## config.mk

```make
export PLATFORM = sky130hd
export DESIGN_NAME = bcc_top
export DESIGN_NICKNAME = d
export VERILOG_FILES = /design/src/shared/bcc_pkg.sv /design/src/shared/bcc_pwm_if.sv /design/src/verilog/bcc_pwm_gen.sv /design/src/verilog/bcc_top.sv
export SDC_FILE = /design/constraint.sdc
export NUM_CORES = 1
export LEC_CHECK = 0
export BUFFER_PORTS_ARGS = -buffer_cell sky130_fd_sc_hd__buf_4
export CORE_MARGIN = 3
export CORE_UTILIZATION = 30
export DETAILED_ROUTE_END_ITERATION = 8
export SLEW_MARGIN = 25
export SYNTH_ARGS = -nofsm -noshare
export SYNTH_HDL_FRONTEND = slang
export SYNTH_HIERARCHICAL = 1
export SYNTH_SLANG_ARGS = --single-unit
```

## constraint.sdc

```tcl
create_clock -name clk_in -period 6.8 [get_ports clk_in]
set_input_delay 1.02 -clock clk_in [delete_from_list [all_inputs] [get_ports clk_in]]
set_output_delay 1.02 -clock clk_in [all_outputs]
set_load 0.005 [all_outputs]
```

## src/shared/bcc_pkg.sv

```systemverilog
/*
  Package for the boost converter control block: register offset, field
  layout, reset values and timing constants.
  Assumes a 50 MHz system clock; all users reference names as bcc_pkg::name.
*/
package bcc_pkg;
  localparam logic [7:0] VCODE_OFFSET = 8'h0d;
  localparam logic [7:0] VCODE_RESET = 8'h08;
  localparam logic [7:0] VCODE_MIN = 8'h08;
  localparam logic [7:0] VCODE_MAX = 8'h14;
  localparam int CLK_HZ = 50000000;
  localparam int SWITCH_HZ = 1000000;
  localparam int SOFT_START_MS = 20;
  localparam int SOFT_START_CYCLES = (CLK_HZ / 1000) * SOFT_START_MS;
  localparam int MIN_PULSE_NS = 45;
  localparam int CLK_PERIOD_NS = 20;
  // Least time: rounded up to whole cycles
  localparam int MIN_PULSE_CYCLES = (MIN_PULSE_NS + CLK_PERIOD_NS - 1) / CLK_PERIOD_NS;
  localparam int SWITCH_PERIOD_CYCLES = CLK_HZ / SWITCH_HZ;
  // Duty limit as cycles of the switching period
  localparam int MAX_DUTY_CYCLES = 45;
  // Low-current soft-start duty ceiling
  localparam int SOFT_DUTY_CYCLES = 10;
  typedef enum logic [1:0] {BCC_STANDBY, BCC_SOFT_START, BCC_NORMAL} bcc_state_e;
endpackage

```

## src/shared/bcc_pwm_if.sv

```systemverilog
/*
  Interface carrying the duty request and switching limits from the
  control sequencer to the pulse generator. Both ends share clk_in.
*/
`timescale 1ns/1ns
interface bcc_pwm_if;
  logic run;
  logic min_pulse_en;
  logic [7:0] duty_req;
  logic [7:0] duty_limit;
  logic sw_on;
  logic cycle_start;
  modport ctrl (output run, output min_pulse_en, output duty_req, output duty_limit,
                input sw_on, input cycle_start);
  modport gen (input run, input min_pulse_en, input duty_req, input duty_limit,
               output sw_on, output cycle_start);
endinterface

```

## src/verilog/bcc_pwm_gen.sv

```systemverilog
/*
  Switch pulse generator: at most one pulse per switching period, width clamped
  between the minimum pulse (when enabled) and the duty limit.
  Assumes the period is generated from the internal oscillator tick at clk_in.
*/
`timescale 1ns/1ns
module bcc_pwm_gen #(
  parameter int PERIOD = bcc_pkg::SWITCH_PERIOD_CYCLES
) (
  input wire logic clk_in,
  input wire logic rstn_in,
  bcc_pwm_if.gen pwm
);
  logic [7:0] phase;
  logic [7:0] width;
  logic [7:0] req_lim;
  logic wrap;
  assign wrap = (phase == 8'(PERIOD - 1));
  assign req_lim = (pwm.duty_req > pwm.duty_limit) ? pwm.duty_limit : pwm.duty_req;
  // A skipped pulse is prevented only while the active load is on
  assign width = (pwm.min_pulse_en && req_lim < 8'(bcc_pkg::MIN_PULSE_CYCLES)) ?
                 8'(bcc_pkg::MIN_PULSE_CYCLES) : req_lim;

  always_ff @(posedge clk_in) begin
    if (!rstn_in || !pwm.run) begin
      phase <= 8'h00;
      pwm.sw_on <= 1'b0;
      pwm.cycle_start <= 1'b0;
    end else begin
      phase <= wrap ? 8'h00 : phase + 8'h01;
      pwm.cycle_start <= wrap;
      pwm.sw_on <= ((wrap ? 8'h00 : phase + 8'h01) < width);
    end
  end

  property p_duty_cap;
    @(posedge clk_in) disable iff (!rstn_in)
    pwm.sw_on |-> (phase < pwm.duty_limit || phase < 8'(bcc_pkg::MIN_PULSE_CYCLES));
  endproperty
  a_duty_cap: assert property (p_duty_cap)
    else $error("switch on past duty limit");

  property p_min_pulse_start;
    @(posedge clk_in) disable iff (!rstn_in)
    (pwm.run && $past(pwm.run) && pwm.min_pulse_en && $past(pwm.min_pulse_en) && phase == 8'h00
     && $past(wrap)) |-> pwm.sw_on;
  endproperty
  a_min_pulse_start: assert property (p_min_pulse_start)
    else $error("minimum pulse missing");

  property p_min_pulse_hold;
    @(posedge clk_in) disable iff (!rstn_in)
    (pwm.run && pwm.min_pulse_en && phase == 8'h00 && pwm.sw_on) |=> (pwm.sw_on || !pwm.run);
  endproperty
  a_min_pulse_hold: assert property (p_min_pulse_hold)
    else $error("minimum pulse too short");

  property p_period_start;
    @(posedge clk_in) disable iff (!rstn_in)
    pwm.cycle_start |-> (phase == 8'h00);
  endproperty
  a_period_start: assert property (p_period_start)
    else $error("period start marker out of step");
endmodule

```

## src/verilog/bcc_top.sv

```systemverilog
/*
  Boost converter control: run/standby sequencing, soft start, LED
  blanking, output voltage code register with internal clamp, active load.
  Assumes register writes arrive as a synchronous strobe from the serial
  interface logic on clk_in; analog loop sits outside.
*/
//
// Behaviour
// Output voltage is chosen by an 8-bit register with discrete steps.
// Codes 8 to 20 select that many volts, one-volt steps.
// Codes below 8 are used internally as 8.
// Codes above 20 are used internally as 20.
// Clearing run enable stops switching, converter in standby.
// Setting run enable soft-starts 20 ms at low current, then normal.
// All LED outputs forced off during the soft-start interval.
// Clearing active load disconnects discharge; pulses may then be skipped.
// With active load on, every cycle has at least a minimum pulse.
// Switch duty is limited by digital logic.
// Switching is timed from the internal oscillator, 1 MHz nominal.
// Host should disable and set code 8 when no load is attached.
// Run enable already set at startup end goes straight to soft start.
// Register reads back raw value; clamp only feeds the divider.
`timescale 1ns/1ns
module bcc_top #(
  parameter int SOFT_START_CYCLES = bcc_pkg::SOFT_START_CYCLES
) (
  input wire logic clk_in,
  input wire logic rstn_in,
  input wire logic startup_done_in,
  input wire logic boost_enable_in,
  input wire logic active_load_enable_in,
  input wire logic [7:0] led_request_in,
  input wire logic [7:0] duty_request_in,
  input wire logic reg_write_in,
  input wire logic [7:0] reg_addr_in,
  input wire logic [7:0] reg_wdata_in,
  output logic [7:0] reg_rdata_out,
  output logic [7:0] divider_code_out,
  output logic [7:0] led_enable_out,
  output logic switch_on_out,
  output logic active_load_on_out,
  output logic soft_start_out,
  output logic [1:0] state_out
);
  bcc_pkg::bcc_state_e state;
  bcc_pkg::bcc_state_e next_state;
  logic [7:0] vcode;
  logic [7:0] clamped_code;
  logic [24:0] ss_count;
  logic ss_done;
  logic addr_hit;
  bcc_pwm_if pwm_bus();

  function automatic logic [7:0] clamp_code(input logic [7:0] raw);
    if (raw < bcc_pkg::VCODE_MIN) begin
      return bcc_pkg::VCODE_MIN;
    end else if (raw > bcc_pkg::VCODE_MAX) begin
      return bcc_pkg::VCODE_MAX;
    end
    return raw;
  endfunction

  assign addr_hit = (reg_addr_in == bcc_pkg::VCODE_OFFSET);
  assign clamped_code = clamp_code(vcode);
  assign ss_done = (ss_count == 25'(SOFT_START_CYCLES - 1));

  // Full 8-bit storage; any value is accepted and kept as written
  always_ff @(posedge clk_in) begin
    if (!rstn_in) begin
      vcode <= bcc_pkg::VCODE_RESET;
    end else if (reg_write_in && addr_hit) begin
      vcode <= reg_wdata_in;
    end
  end

  always_comb begin
    next_state = state;
    case (state)
      bcc_pkg::BCC_STANDBY: begin
        // Startup gating covers both entry from reset and a later enable
        if (boost_enable_in && startup_done_in) begin
          next_state = bcc_pkg::BCC_SOFT_START;
        end
      end
      bcc_pkg::BCC_SOFT_START: begin
        if (!boost_enable_in || !startup_done_in) begin
          next_state = bcc_pkg::BCC_STANDBY;
        end else if (ss_done) begin
          next_state = bcc_pkg::BCC_NORMAL;
        end
      end
      bcc_pkg::BCC_NORMAL: begin
        if (!boost_enable_in || !startup_done_in) begin
          next_state = bcc_pkg::BCC_STANDBY;
        end
      end
      default: begin
        next_state = bcc_pkg::BCC_STANDBY;
      end
    endcase
  end

  always_ff @(posedge clk_in) begin
    if (!rstn_in) begin
      state <= bcc_pkg::BCC_STANDBY;
      ss_count <= 25'h0000000;
    end else begin
      state <= next_state;
      ss_count <= (state == bcc_pkg::BCC_SOFT_START && !ss_done) ? ss_count + 25'h0000001 : 25'h0000000;
    end
  end

  // Soft start caps duty to keep inrush low
  assign pwm_bus.run = (state != bcc_pkg::BCC_STANDBY);
  assign pwm_bus.min_pulse_en = active_load_enable_in;
  assign pwm_bus.duty_req = duty_request_in;
  assign pwm_bus.duty_limit = (state == bcc_pkg::BCC_SOFT_START) ?
                              8'(bcc_pkg::SOFT_DUTY_CYCLES) : 8'(bcc_pkg::MAX_DUTY_CYCLES);

  bcc_pwm_gen bcc_pwm_gen_inst (
    .clk_in(clk_in),
    .rstn_in(rstn_in),
    .pwm(pwm_bus.gen)
  );

  always_ff @(posedge clk_in) begin
    if (!rstn_in) begin
      reg_rdata_out <= 8'h00;
      divider_code_out <= bcc_pkg::VCODE_RESET;
      led_enable_out <= 8'h00;
      switch_on_out <= 1'b0;
      active_load_on_out <= 1'b0;
      soft_start_out <= 1'b0;
      state_out <= 2'h0;
    end else begin
      reg_rdata_out <= addr_hit ? vcode : 8'h00;
      divider_code_out <= clamped_code;
      led_enable_out <= (state == bcc_pkg::BCC_SOFT_START) ? 8'h00 : led_request_in;
      switch_on_out <= pwm_bus.sw_on;
      // Discharge only meaningful while switching
      active_load_on_out <= active_load_enable_in && (state != bcc_pkg::BCC_STANDBY);
      soft_start_out <= (state == bcc_pkg::BCC_SOFT_START);
      state_out <= state;
    end
  end

  property p_clamp_range;
    @(posedge clk_in) disable iff (!rstn_in)
    1'b1 |=> (divider_code_out >= bcc_pkg::VCODE_MIN && divider_code_out <= bcc_pkg::VCODE_MAX);
  endproperty
  a_clamp_range: assert property (p_clamp_range)
    else $error("divider code out of range");

  property p_clamp_high;
    @(posedge clk_in) disable iff (!rstn_in)
    (vcode > bcc_pkg::VCODE_MAX) |=> (divider_code_out == bcc_pkg::VCODE_MAX);
  endproperty
  a_clamp_high: assert property (p_clamp_high)
    else $error("high code not clamped");

  property p_clamp_low;
    @(posedge clk_in) disable iff (!rstn_in)
    (vcode < bcc_pkg::VCODE_MIN) |=> (divider_code_out == bcc_pkg::VCODE_MIN);
  endproperty
  a_clamp_low: assert property (p_clamp_low)
    else $error("low code not clamped");

  property p_pass_range;
    @(posedge clk_in) disable iff (!rstn_in)
    (vcode >= bcc_pkg::VCODE_MIN && vcode <= bcc_pkg::VCODE_MAX) |=> (divider_code_out == $past(vcode));
  endproperty
  a_pass_range: assert property (p_pass_range)
    else $error("in-range code not passed");

  property p_store_raw;
    @(posedge clk_in) disable iff (!rstn_in)
    (reg_write_in && addr_hit) |=> (vcode == $past(reg_wdata_in));
  endproperty
  a_store_raw: assert property (p_store_raw)
    else $error("raw value not stored");

  property p_rdata_mapped;
    @(posedge clk_in) disable iff (!rstn_in)
    addr_hit |=> (reg_rdata_out == $past(vcode));
  endproperty
  a_rdata_mapped: assert property (p_rdata_mapped)
    else $error("raw value not read back");

  property p_rdata_unmapped;
    @(posedge clk_in) disable iff (!rstn_in)
    !addr_hit |=> (reg_rdata_out == 8'h00);
  endproperty
  a_rdata_unmapped: assert property (p_rdata_unmapped)
    else $error("unmapped read not zero");

  // The state follows one edge after the enable drops; the generator one edge later
  property p_standby_stop;
    @(posedge clk_in) disable iff (!rstn_in)
    (!boost_enable_in) |=> (state == bcc_pkg::BCC_STANDBY) ##1 !pwm_bus.sw_on;
  endproperty
  a_standby_stop: assert property (p_standby_stop)
    else $error("switching not stopped in standby");

  property p_load_standby;
    @(posedge clk_in) disable iff (!rstn_in)
    (state == bcc_pkg::BCC_STANDBY) |=> !active_load_on_out;
  endproperty
  a_load_standby: assert property (p_load_standby)
    else $error("active load on in standby");

  property p_soft_entry;
    @(posedge clk_in) disable iff (!rstn_in)
    (state == bcc_pkg::BCC_STANDBY && boost_enable_in && startup_done_in) |=>
    (state == bcc_pkg::BCC_SOFT_START);
  endproperty
  a_soft_entry: assert property (p_soft_entry)
    else $error("soft start not entered");

  property p_leds_off;
    @(posedge clk_in) disable iff (!rstn_in)
    (state == bcc_pkg::BCC_SOFT_START) |=> (led_enable_out == 8'h00);
  endproperty
  a_leds_off: assert property (p_leds_off)
    else $error("LED on during soft start");

  property p_soft_end;
    @(posedge clk_in) disable iff (!rstn_in)
    (state == bcc_pkg::BCC_SOFT_START && ss_done && boost_enable_in && startup_done_in) |=>
    (state == bcc_pkg::BCC_NORMAL);
  endproperty
  a_soft_end: assert property (p_soft_end)
    else $error("soft start did not end");

  property p_ss_bound;
    @(posedge clk_in) disable iff (!rstn_in)
    1'b1 |-> (ss_count < 25'(SOFT_START_CYCLES));
  endproperty
  a_ss_bound: assert property (p_ss_bound)
    else $error("soft start counter overran");
endmodule

```

# Word-level counts from Yosys, hierarchy flattened
# Index checks and enable logic that the tools add are counted.
# word_totals
ff_bits	73
in_bits	38
output_inout_bits	29
word_cells	60
# op_classes
add_sub_neg	2
magnitude_cmp	5
eq_ne	8
n_mux	14
n_bitwise	1
n_reduce_logical	18
# ops
cell	n
$mux W8	6
$add A25 B1 Y25 const B	1
$eq A25 B20 Y1 const B	1
$add A8 B1 Y8 const B	1
$eq A8 B4 Y1 const B	1
$eq A8 B6 Y1 const B	1
$gt A8 B5 Y1 const B	1
$gt A8 B6 Y1	1
$lt A8 B2 Y1 const B	1
$lt A8 B4 Y1 const B	1
$lt A8 B8 Y1	1
$mux W2	4
$mux W6	1
$pmux W2 S3	1
$logic_and A1 B1 Y1	5
$logic_not A1 Y1	5
$ne A2 B2 Y1 const B	2
$reduce_and A2 Y1	2
$ne A3 B3 Y1 const B	1
$reduce_and A3 Y1	1
$eq A2 B1 Y1 const B	1
$eq A2 B2 Y1 const B	1
$logic_not A2 Y1	1
$logic_or A1 B1 Y1	2
4 further kinds	5

# Logic depth before layout (Yosys ltp)
# Gate-level depths: netlist (run 1).
# depth
ltp_word	8
mapped_depth	16
mapped_depth_nobuf	15

# Cells and area by module
# Netlist (run 1), hierarchy kept.
# modules_own_cells
module	instances	cells_each	area_each_um2	seq_area_each_um2
bcc_top	1	249	2447.3	1281.2
bcc_pwm_gen	1	114	969.7	200.2

# Worst setup path before layout (run 1)
# Ideal clock, no wire load.
# synth_path
path_kind	input -> register
from	input port duty_request_in[1]
to	register bcc_pwm_gen_inst.pwm.sw_on
setup_ps	87
arrival_time_ps	3512
t_required_ps	6713
slack_ps	3201
cell_stages	12
path_buffers	0
path_cell_list	ha_1 nor2b_1 o211ai_1 a211oi_1 nor2_2 mux2_1 ha_1 a211oi_1 o21ai_1 a2111o_1 o32a_1 o31ai_1
# synth_via
elab_chain_cells	6
# synth_rtl
element	line_no	rtl
from (decl)	bcc_top.sv:33	input wire logic [7:0] duty_request_in,
$gt A8 B6 Y1	bcc_pwm_gen.sv:19	assign req_lim = (pwm.duty_req > pwm.duty_limit) ? pwm.duty_limit : pwm.duty_req;
$mux W8 (*)	bcc_pwm_gen.sv:19	
$lt A8 B2 Y1	bcc_pwm_gen.sv:21	assign width = (pwm.min_pulse_en && req_lim < 8'(bcc_pkg::MIN_PULSE_CYCLES)) ?
$logic_and A1 B1 Y1	bcc_pwm_gen.sv:21	
$mux W8 (*)	bcc_pwm_gen.sv:21	
$lt A8 B8 Y1 (*)	bcc_pwm_gen.sv:32	pwm.sw_on <= ((wrap ? 8'h00 : phase + 8'h01) < width);
to (signal assigned)	bcc_pwm_gen.sv:32	
to (decl)	bcc_pwm_if.sv:16	output sw_on, output cycle_start);
# Mark *: on every way between the ends. The rest lies on a longest branch, timed or not.
# A chain may end at the register's enable or synchronous reset.

# Final worst setup path (run 1)
# layout_path
from	register state[1]
to	register bcc_pwm_gen_inst.pwm.sw_on
# layout_via
elab_chain_cells	8
word_cells_on_any_way	11
cone_classes	order compare (3); eq/ne (1); mux (3); reduce/logical (4)
# layout_rtl
element	line_no	rtl
from (decl)	bcc_top.sv:45	bcc_pkg::bcc_state_e state;
from (signal assigned)	bcc_top.sv:105	state <= bcc_pkg::BCC_STANDBY;
from (signal assigned)	bcc_top.sv:108	state <= next_state;
$eq A2 B1 Y1 (*)	bcc_top.sv:117	assign pwm_bus.duty_limit = (state == bcc_pkg::BCC_SOFT_START) ?
$mux W6 (*)	bcc_top.sv:117	
named net pwm_bus.duty_limit[1]	bcc_pwm_if.sv:10	logic [7:0] duty_limit;
$gt A8 B6 Y1	bcc_pwm_gen.sv:19	
$mux W8 (*)	bcc_pwm_gen.sv:19	
$lt A8 B2 Y1	bcc_pwm_gen.sv:21	
$logic_and A1 B1 Y1	bcc_pwm_gen.sv:21	
$mux W8 (*)	bcc_pwm_gen.sv:21	
$lt A8 B8 Y1 (*)	bcc_pwm_gen.sv:32	
# Mark *: on every way through the listed nets, which the timed path passes. The rest lies on a longest branch.

==> impl_metrics.yaml, run 1 <==
status:
  status: "finished, final reports clean"
power_and_ir_drop:
  p_leak_nw: 1.87
  cellPowerDensity_nw_per_um2: 215
  finalPower_mw: 0.940
  ir_drop_mv: 0.123
global_routing:
  grt_start_max_net_pins: 29
  grt_pass1_wl_um: 12400
  grt.overflow.total: 0
  grt.busiest_layer: "met2"
  track_usage_pct: 11.9
  use_met3_pct: 2.64
  gr-usage-met1_pct: 15.0
  grt_pass1_vias: 2740
  grt_use_met2_pct: 19.5
  antenna_found_initial: 0
route:
  avgViaCountPerCell: 4.76
  drtPass1Iterations: 4
  ant_nets: 0
  wire_per_inst_um: 12.0
  vias: 2799
  routed_wl_um: 7040
  drtIter0Drc: 127
  drc_errors: 0
finish:
  instances_no_fill: 588
  syn_to_final_growth_pct: 28.7
  insertedDiodeCount: 0
  final_util_pct: 39.9
  layout_common_cells: "73 x dfxtp_1, 66 x buf_4, 29 x nor2_1"
  fillers: 1098
  multi_input_area_um2: 1880
  register_area_um2: 1460
  drive_gt1_share_pct: 20.8
  layout.nets: 499
  final_common_cell: "dfxtp_1"
  fin_area_um2: 4370
sta:
  hold_violations: 0
  rsz0062_at_grt: "false"
  whs_ps: 433
  finalCriticalPeriod_ps: 3840
  fin_skew_ps: 3.38
  slew_headroom_pct: 35.2
  worst_pin_slew_ps: 972
  tns_ps: 0
  min_period_over_period_pct: 56.5
  maxSlewViolCount: 0
  timing.final.ws_setup_ps: 2960
  max_freq_mhz: 260
  setup_viol: 0
synth:
  synthCells: 361
  syn_area_um2: 3390
  ys_warn_count: 6
  avgSynthCellArea_um2: 9.40
hold_path:
  hold_class: "flop to flop"
  min_to: "divider_code_out[1]$_SDFF_PP0_"
  hold_depth: 2
  hp-start: "vcode[1]$_SDFFE_PN0P_"
placed_design:
  dpl.hpwl_um: 5400
  dp.cells: 572
  placed_area_um2: 4080
  port_buffers: 66
  place_ws_ps: 2850
  gp_congestion: 0.789
critical_path:
  cp_data_required_time_ps: 7040
  crit_path_start_kind: "flop"
  end_kind: "flop"
  cp.arrival_ps: 4080
  r2r_end: "bcc_pwm_gen_inst/pwm.sw_on$_SDFF_PP0_"
  r2r-start: "state[1]$_SDFFE_PN0P_"
  r2r_cells: 15
  crit_type: "flop to flop"
  r2r_slack_ps: 2960
  worstPathMaxFanout: 18
clocking:
  cts_made_buffers: 9
  clkLatencyLatePin_ps: 320
  post_cts.repair.setup_buffers: 0
  clockRootBuffer: "clkbuf_16"
  cts_tree: "yes"
  clk_pin_slew_ps: 60
  cts.sinks: 73
  postCtsResizedCells: 0
  clockBufferDepth: 2
  postCtsHoldBufs: 0
  htreeDepth: 3
run:
  drv_cap: 0
floorplanning:
  row_count: 38
  initial_core_util_pct: 31.0
  die_area_um2: 12600
  fp.dieW_um: 112
  dieHeight_um: 112
  ioPinCount: 67
  core_um2: 10900
[worst max-delay path, cell delays in order, from the launching register on]
cell      delay (ps)
dfxtp_1          380
nand2b_1         500
inv_1            140
inv_1             80
ha_1             230
nor2b_1          130
o211ai_1         150
a211oi_1         120
nor2_2           390
mux2_1           380
ha_1             180
a211oi_1         210
o21ai_1          130
a2111o_1         390
o32a_1           280
o31ai_1           60
[report_power, final]
part           internal, mW  switching, mW
clock network         0.254          0.189
registers             0.433        0.00224
logic                0.0345         0.0274
[per-layer routing]
layer | vias to the layer above | part of all wire, %
met2 | 54 | 47
met4 | 0 | 1.8
met3 | 8 | 5.0
li1 | 1448 | -
met1 | 1289 | 47
met5 | - | 0
[sequential cells by signal, summed over array words and instances, names as in the netlist]
register	count
ss_count	25
bcc_pwm_gen_inst/phase	8
divider_code_out	8
led_enable_out	8
reg_rdata_out	8
vcode	8
state	2
state_out	2
active_load_on_out	1
bcc_pwm_gen_inst/pwm.sw_on	1
soft_start_out	1
switch_on_out	1
[cell type report]
cell class              instances  area share [%]
multi-input cells             276            43.1
flip-flops and latches         73            33.5
repair buffers                 66            11.3
clock buffers                   9            5.16
well taps                     140            4.01
inverters                      17            1.46
clock inverters                 7            1.43
[how the worst max path moves through the flow]
stage                           from                               endpoint  slack, ps  cells past startpoint
4_1_cts        state[1]$_SDFFE_PN0P_  bcc_pwm_gen_inst/pwm.sw_on$_SDFF_PP0_       2900                     15
5_1_grt        state[1]$_SDFFE_PN0P_  bcc_pwm_gen_inst/pwm.sw_on$_SDFF_PP0_       2580                     15
3_3_place_gp      duty_request_in[1]  bcc_pwm_gen_inst/pwm.sw_on$_SDFF_PP0_       2930                     13
6_report       state[1]$_SDFFE_PN0P_  bcc_pwm_gen_inst/pwm.sw_on$_SDFF_PP0_       2960                     15
2_1_floorplan     duty_request_in[1]  bcc_pwm_gen_inst/pwm.sw_on$_SDFF_PP0_       3200                     12
3_5_place_dp      duty_request_in[7]  bcc_pwm_gen_inst/pwm.sw_on$_SDFF_PP0_       2850                     13
(Power assumes the default switching activity.)
==> inputs of run 2 (changes only) <==
- clock period: 6.8 -> 3.4 ns (I/O delays scaled with it)
==> impl_metrics.yaml, run 2 (synthesis results as in run 1) <==
finish:
  largest_register_ff_count: 25
  syn_to_final_growth_pct: 33.0
  register_area_um2: 1460
  multi_input_area_um2: 1910
  final_util_pct: 41.3
  layout.nets: 507
  drive_gt1_share_pct: 23.2
  layout_common_cells: "74 x buf_4, 72 x dfxtp_1, 29 x nor2_1"
  final_common_cell: "buf_4"
  fillers: 1084
  regMostFlops: "ss_count"
  insertedDiodeCount: 0
critical_path:
  end_kind: "flop"
  cp_data_required_time_ps: 3640
  r2r_slack_ps: 150
  r2r_cells: 16
  crit_type: "flop to flop"
  slowest_stage: "a211oi_2"
  cpPeakStageDelay_ps: 340
  crit_chain: "nand2b_4, inv_2, inv_1, ha_1, nor2b_1, o211ai_1, a211oi_2, nor2_4, buf_4, mux2i_1, ha_1, a21o_1, a211o_1, a2111o_1, o32a_1, o31ai_1"
  crit_path_frequent_cell: "ha_1"
  crit_path_start_kind: "flop"
  worstPathMaxFanout: 6
  r2r-start: "state[1]$_SDFFE_PN0P_"
  r2r_end: "bcc_pwm_gen_inst/pwm.sw_on$_SDFF_PP0_"
  cp.arrival_ps: 3500
route:
  drtIter0Drc: 103
  drc_errors: 0
  ant_nets: 0
  drtPass1Iterations: 4
  vias: 2856
  wire_per_inst_um: 12.5
  avgViaCountPerCell: 4.79
  routed_wl_um: 7440
sta:
  whs_ps: 399
  min_period_over_period_pct: 95.7
  max_freq_mhz: 307
  setup_viol: 0
  hold_violations: 0
  finalCriticalPeriod_ps: 3250
  maxSlewViolCount: 0
  worst_pin_slew_ps: 934
  fin_skew_ps: 6.81
  slew_headroom_pct: 37.7
floorplanning:
  row_count: 38
  initial_core_util_pct: 31.0
  core_um2: 10900
  ioPinCount: 67
  die_area_um2: 12600
  fp.dieW_um: 112
  dieHeight_um: 112
clocking:
  clockBufferDepth: 2
  cts_made_buffers: 9
  clkLatencyLatePin_ps: 330
  clk_pin_slew_ps: 60
  htreeDepth: 3
  cts.sinks: 73
  cts_tree: "yes"
  clockRootBuffer: "clkbuf_16"
run:
  drv_cap: 0
global_routing:
  grt_pass1_vias: 2851
  grt_pass1_wl_um: 13000
  antenna_found_initial: 0
  track_usage_pct: 12.4
  grt_start_max_net_pins: 29
  grt.overflow.total: 0
hold_path:
  hold_class: "input pin to flop"
  hold_depth: 3
  min_to: "vcode[3]$_SDFFE_PN1P_"
  hp-start: "reg_wdata_in[3]"
power_and_ir_drop:
  p_leak_nw: 1.94
  finalPower_mw: 2.10
  cellPowerDensity_nw_per_um2: 466
  ir_drop_mv: 0.262
status:
  status: "finished, final reports clean"
placed_design:
  dpl.hpwl_um: 5620
  gp_congestion: 0.828
  port_buffers: 66
## run 2: cell type report
class	instances	share of cell area, %
inverter	17	1.41
multi-input combinational	276	42.2
timing repair buffer	74	12.3
sequential	73	32.4
clock buffer	9	4.99
clock inverter	7	2.77
tap	140	3.88
## run 2: power by group
| part | total [mW] | switching (mW) | internal [mW] | leakage (nW) |
|---|---|---|---|---|
| registers | 0.870 | 0.00418 | 0.866 | 0.592 |
| logic | 0.138 | 0.0604 | 0.0781 | 1.18 |
| clock network | 1.10 | 0.372 | 0.724 | 0.171 |
## run 2: through the flow
stage / setup WS, ps / instances / cell area, µm² / TNS (ps)
final: 148 / 596 / 4510 / 0
after global routing: -8.72 / 596 / 4510 / -8.72
after CTS: 39.2 / 592 / 4460 / 0
after detailed placement: 37.2 / 576 / 4110 / 0
after global placement: 154 / 576 / 4110 / 0
after floorplan: 60.2 / 374 / 3440 / 0
## run 2: worst max-delay path by stage
stage	endpoint	start	slack (ps)
after floorplan	bcc_pwm_gen_inst/pwm.sw_on$_SDFF_PP0_	state[1]$_SDFFE_PN0P_	60
after global placement	bcc_pwm_gen_inst/pwm.sw_on$_SDFF_PP0_	duty_request_in[1]	150
after detailed placement	bcc_pwm_gen_inst/pwm.sw_on$_SDFF_PP0_	duty_request_in[1]	40
after CTS	bcc_pwm_gen_inst/pwm.sw_on$_SDFF_PP0_	state[1]$_SDFFE_PN0P_	40
after global routing	bcc_pwm_gen_inst/pwm.sw_on$_SDFF_PP0_	state[1]$_SDFFE_PN0P_	-9
final	bcc_pwm_gen_inst/pwm.sw_on$_SDFF_PP0_	state[1]$_SDFFE_PN0P_	150
## run 2: worst max-delay path, delay by kind of cell (launching register included)
| kind | cells | cell delay, ps |
|---|---|---|
| adders and majority gates | 2 | 530 |
| DFF | 1 | 310 |
| and+or+nand+nor | 3 | 390 |
| buffers and inverters | 3 | 240 |
| muxes | 1 | 150 |
| AOI/OAI and AO/OA | 7 | 1540 |
## run 2: layer usage
metal | wire length, µm | vias up | global-route usage [%]
met5 | 0 | - | 0
met4 | 97 | 0 | 3.77
met3 | 456 | 9 | 4.15
met2 | 3370 | 65 | 20.4
met1 | 3520 | 1312 | 15.4
li1 | - | 1470 | -
## run 2: what timing repair did
| action | in CTS | in global routing |
|---|---|---|
| hold buffers | 0 | 0 |
| setup endpoints to repair | 0 | 1 |
| resized for setup | 0 | 7 |
| endpoints found under the hold margin | 0 | 0 |
| setup buffers | 0 | 4 |
==> inputs of run 3 (changes only) <==
- SLEW_MARGIN: 25 -> 20
- clock period: 3.4 -> 2.97 ns (I/O delays scaled with it)
==> impl_metrics.yaml, run 3 (synthesis results as in run 1) <==
status:
  status: "finished with violations"
  violations: "setup timing"
run:
  drv_cap: 0
route:
  avgViaCountPerCell: 4.85
  drtPass1Iterations: 4
  ant_nets: 0
  drc_errors: 0
  routed_wl_um: 8020
  vias: 2990
  drtIter0Drc: 131
  wire_per_inst_um: 13.0
placed_design:
  gp_congestion: 0.856
  placed_area_um2: 4250
  dpl.hpwl_um: 5900
  place_ws_ps: -267
  port_buffers: 66
  dp.cells: 591
sta:
  whs_ps: 347
  finalCriticalPeriod_ps: 3140
  min_period_over_period_pct: 106
  rsz0062_at_grt: "true"
  maxSlewViolCount: 0
  hold_violations: 0
  max_freq_mhz: 319
  setup_viol: 1
  fin_skew_ps: 7.55
  timing.final.ws_setup_ps: -165
  tns_ps: -165
finish:
  instances_no_fill: 617
  fillers: 1099
  layout.nets: 528
  drive_gt1_share_pct: 28.7
  multi_input_area_um2: 1950
  fin_area_um2: 4650
  final_util_pct: 42.5
  final_common_cell: "buf_4"
  layout_common_cells: "93 x buf_4, 71 x dfxtp_1, 28 x nor2_1"
  regMostFlops: "ss_count"
  register_area_um2: 1460
  insertedDiodeCount: 0
  syn_to_final_growth_pct: 37.1
  largest_register_ff_count: 25
global_routing:
  grt.overflow.total: 0
  track_usage_pct: 13.2
  grt_pass1_wl_um: 13600
  grt_pass1_vias: 2931
  antenna_found_initial: 0
  grt_start_max_net_pins: 29
critical_path:
  cp_data_required_time_ps: 3220
  crit_path_start_kind: "flop"
  end_kind: "flop"
  worstPathMaxFanout: 6
  cp.arrival_ps: 3380
  crit_type: "flop to flop"
clocking:
  cts_made_buffers: 9
  clockBufferDepth: 2
  clk_pin_slew_ps: 60
  clockRootBuffer: "clkbuf_16"
  htreeDepth: 3
  cts.sinks: 73
  cts_tree: "yes"
  clkLatencyLatePin_ps: 330
power_and_ir_drop:
  p_seq_share_pct: 45.2
  p_switching_mw: 0.509
  finalPower_mw: 2.21
  p_leak_nw: 2.01
  cellPowerDensity_nw_per_um2: 474
  pwr-share-comb_pct: 8.9
  p_sw_share_pct: 23.1
  pwr-share-clk_pct: 45.9
  internal-power_mw: 1.70
  ir_drop_mv: 0.310
floorplanning:
  row_count: 38
  initial_core_util_pct: 31.0
  dieHeight_um: 112
  die_area_um2: 12600
  core_um2: 10900
  ioPinCount: 67
  fp.dieW_um: 112
hold_path:
  hold_class: "input pin to flop"
-- run 3: routing by layer --
layer  part of all wire, %  global-route usage [%]  vias up  routed length [µm]
li1                      -                       -     1505                   -
met1                    46                    16.3     1400                3670
met2                    48                    21.4       75                3810
met3                   5.3                    4.26       10                 423
met4                   1.4                    5.29        0                 116
met5                     0                       0        -                   0
-- run 3: cell type report --
cell class,count,area share (%)
inverters,17,1.37
flip-flops and latches,73,31.5
clock buffers,10,5.14
repair buffers,95,15.5
well taps,140,3.77
multi-input cells,276,41.8
clock inverters,6,0.915
-- run 3: worst paths after layout --
| path | to | cells after the start | startpoint | slack [ps] |
|---|---|---|---|---|
| worst min register to register | divider_code_out[1]$_SDFF_PP0_ | 2 | vcode[1]$_SDFFE_PN0P_ | 440 |
| worst max-delay path | bcc_pwm_gen_inst/pwm.sw_on$_SDFF_PP0_ | 15 | state[1]$_SDFFE_PN0P_ | -170 |
| worst min-delay path | led_enable_out[6]$_SDFF_PP0_ | 2 | led_request_in[6] | 350 |
| worst max register to register | bcc_pwm_gen_inst/pwm.sw_on$_SDFF_PP0_ | 15 | state[1]$_SDFFE_PN0P_ | -170 |
-- run 3: critical path, cell delays in order, from the launching register on --
cell and delay, ps:
dfxtp_2 310, nand2b_4 150, inv_2 60, inv_2 40
ha_4 260, nor2b_4 120, o211ai_1 100, a211oi_2 340
nor2_4 120, mux2i_1 180, ha_1 280, a21o_1 170
a211o_1 310, a2111o_1 280, o32a_1 280, o31ai_1 60
-- run 3: power by group through the flow --
stage | Clock, mW | Sequential, mW | Combinational (mW)
2_1_floorplan | 0 | 1.02 | 0.0750
3_3_place_gp | 0 | 1.02 | 0.168
3_5_place_dp | 0 | 1.02 | 0.172
4_1_cts | 1.03 | 0.997 | 0.187
5_1_grt | 1.08 | 0.998 | 0.216
6_report | 1.01 | 0.997 | 0.196
-- run 3: repair_timing --
| action | in CTS | in global routing |
|---|---|---|
| pin swaps | 6 | 7 |
| hold buffers | 0 | 0 |
| hold endpoints to repair | 0 | 0 |
| endpoints found under the setup margin | 1 | 1 |
| gates resized for setup | 6 | 5 |
| setup buffers | 6 | 4 |
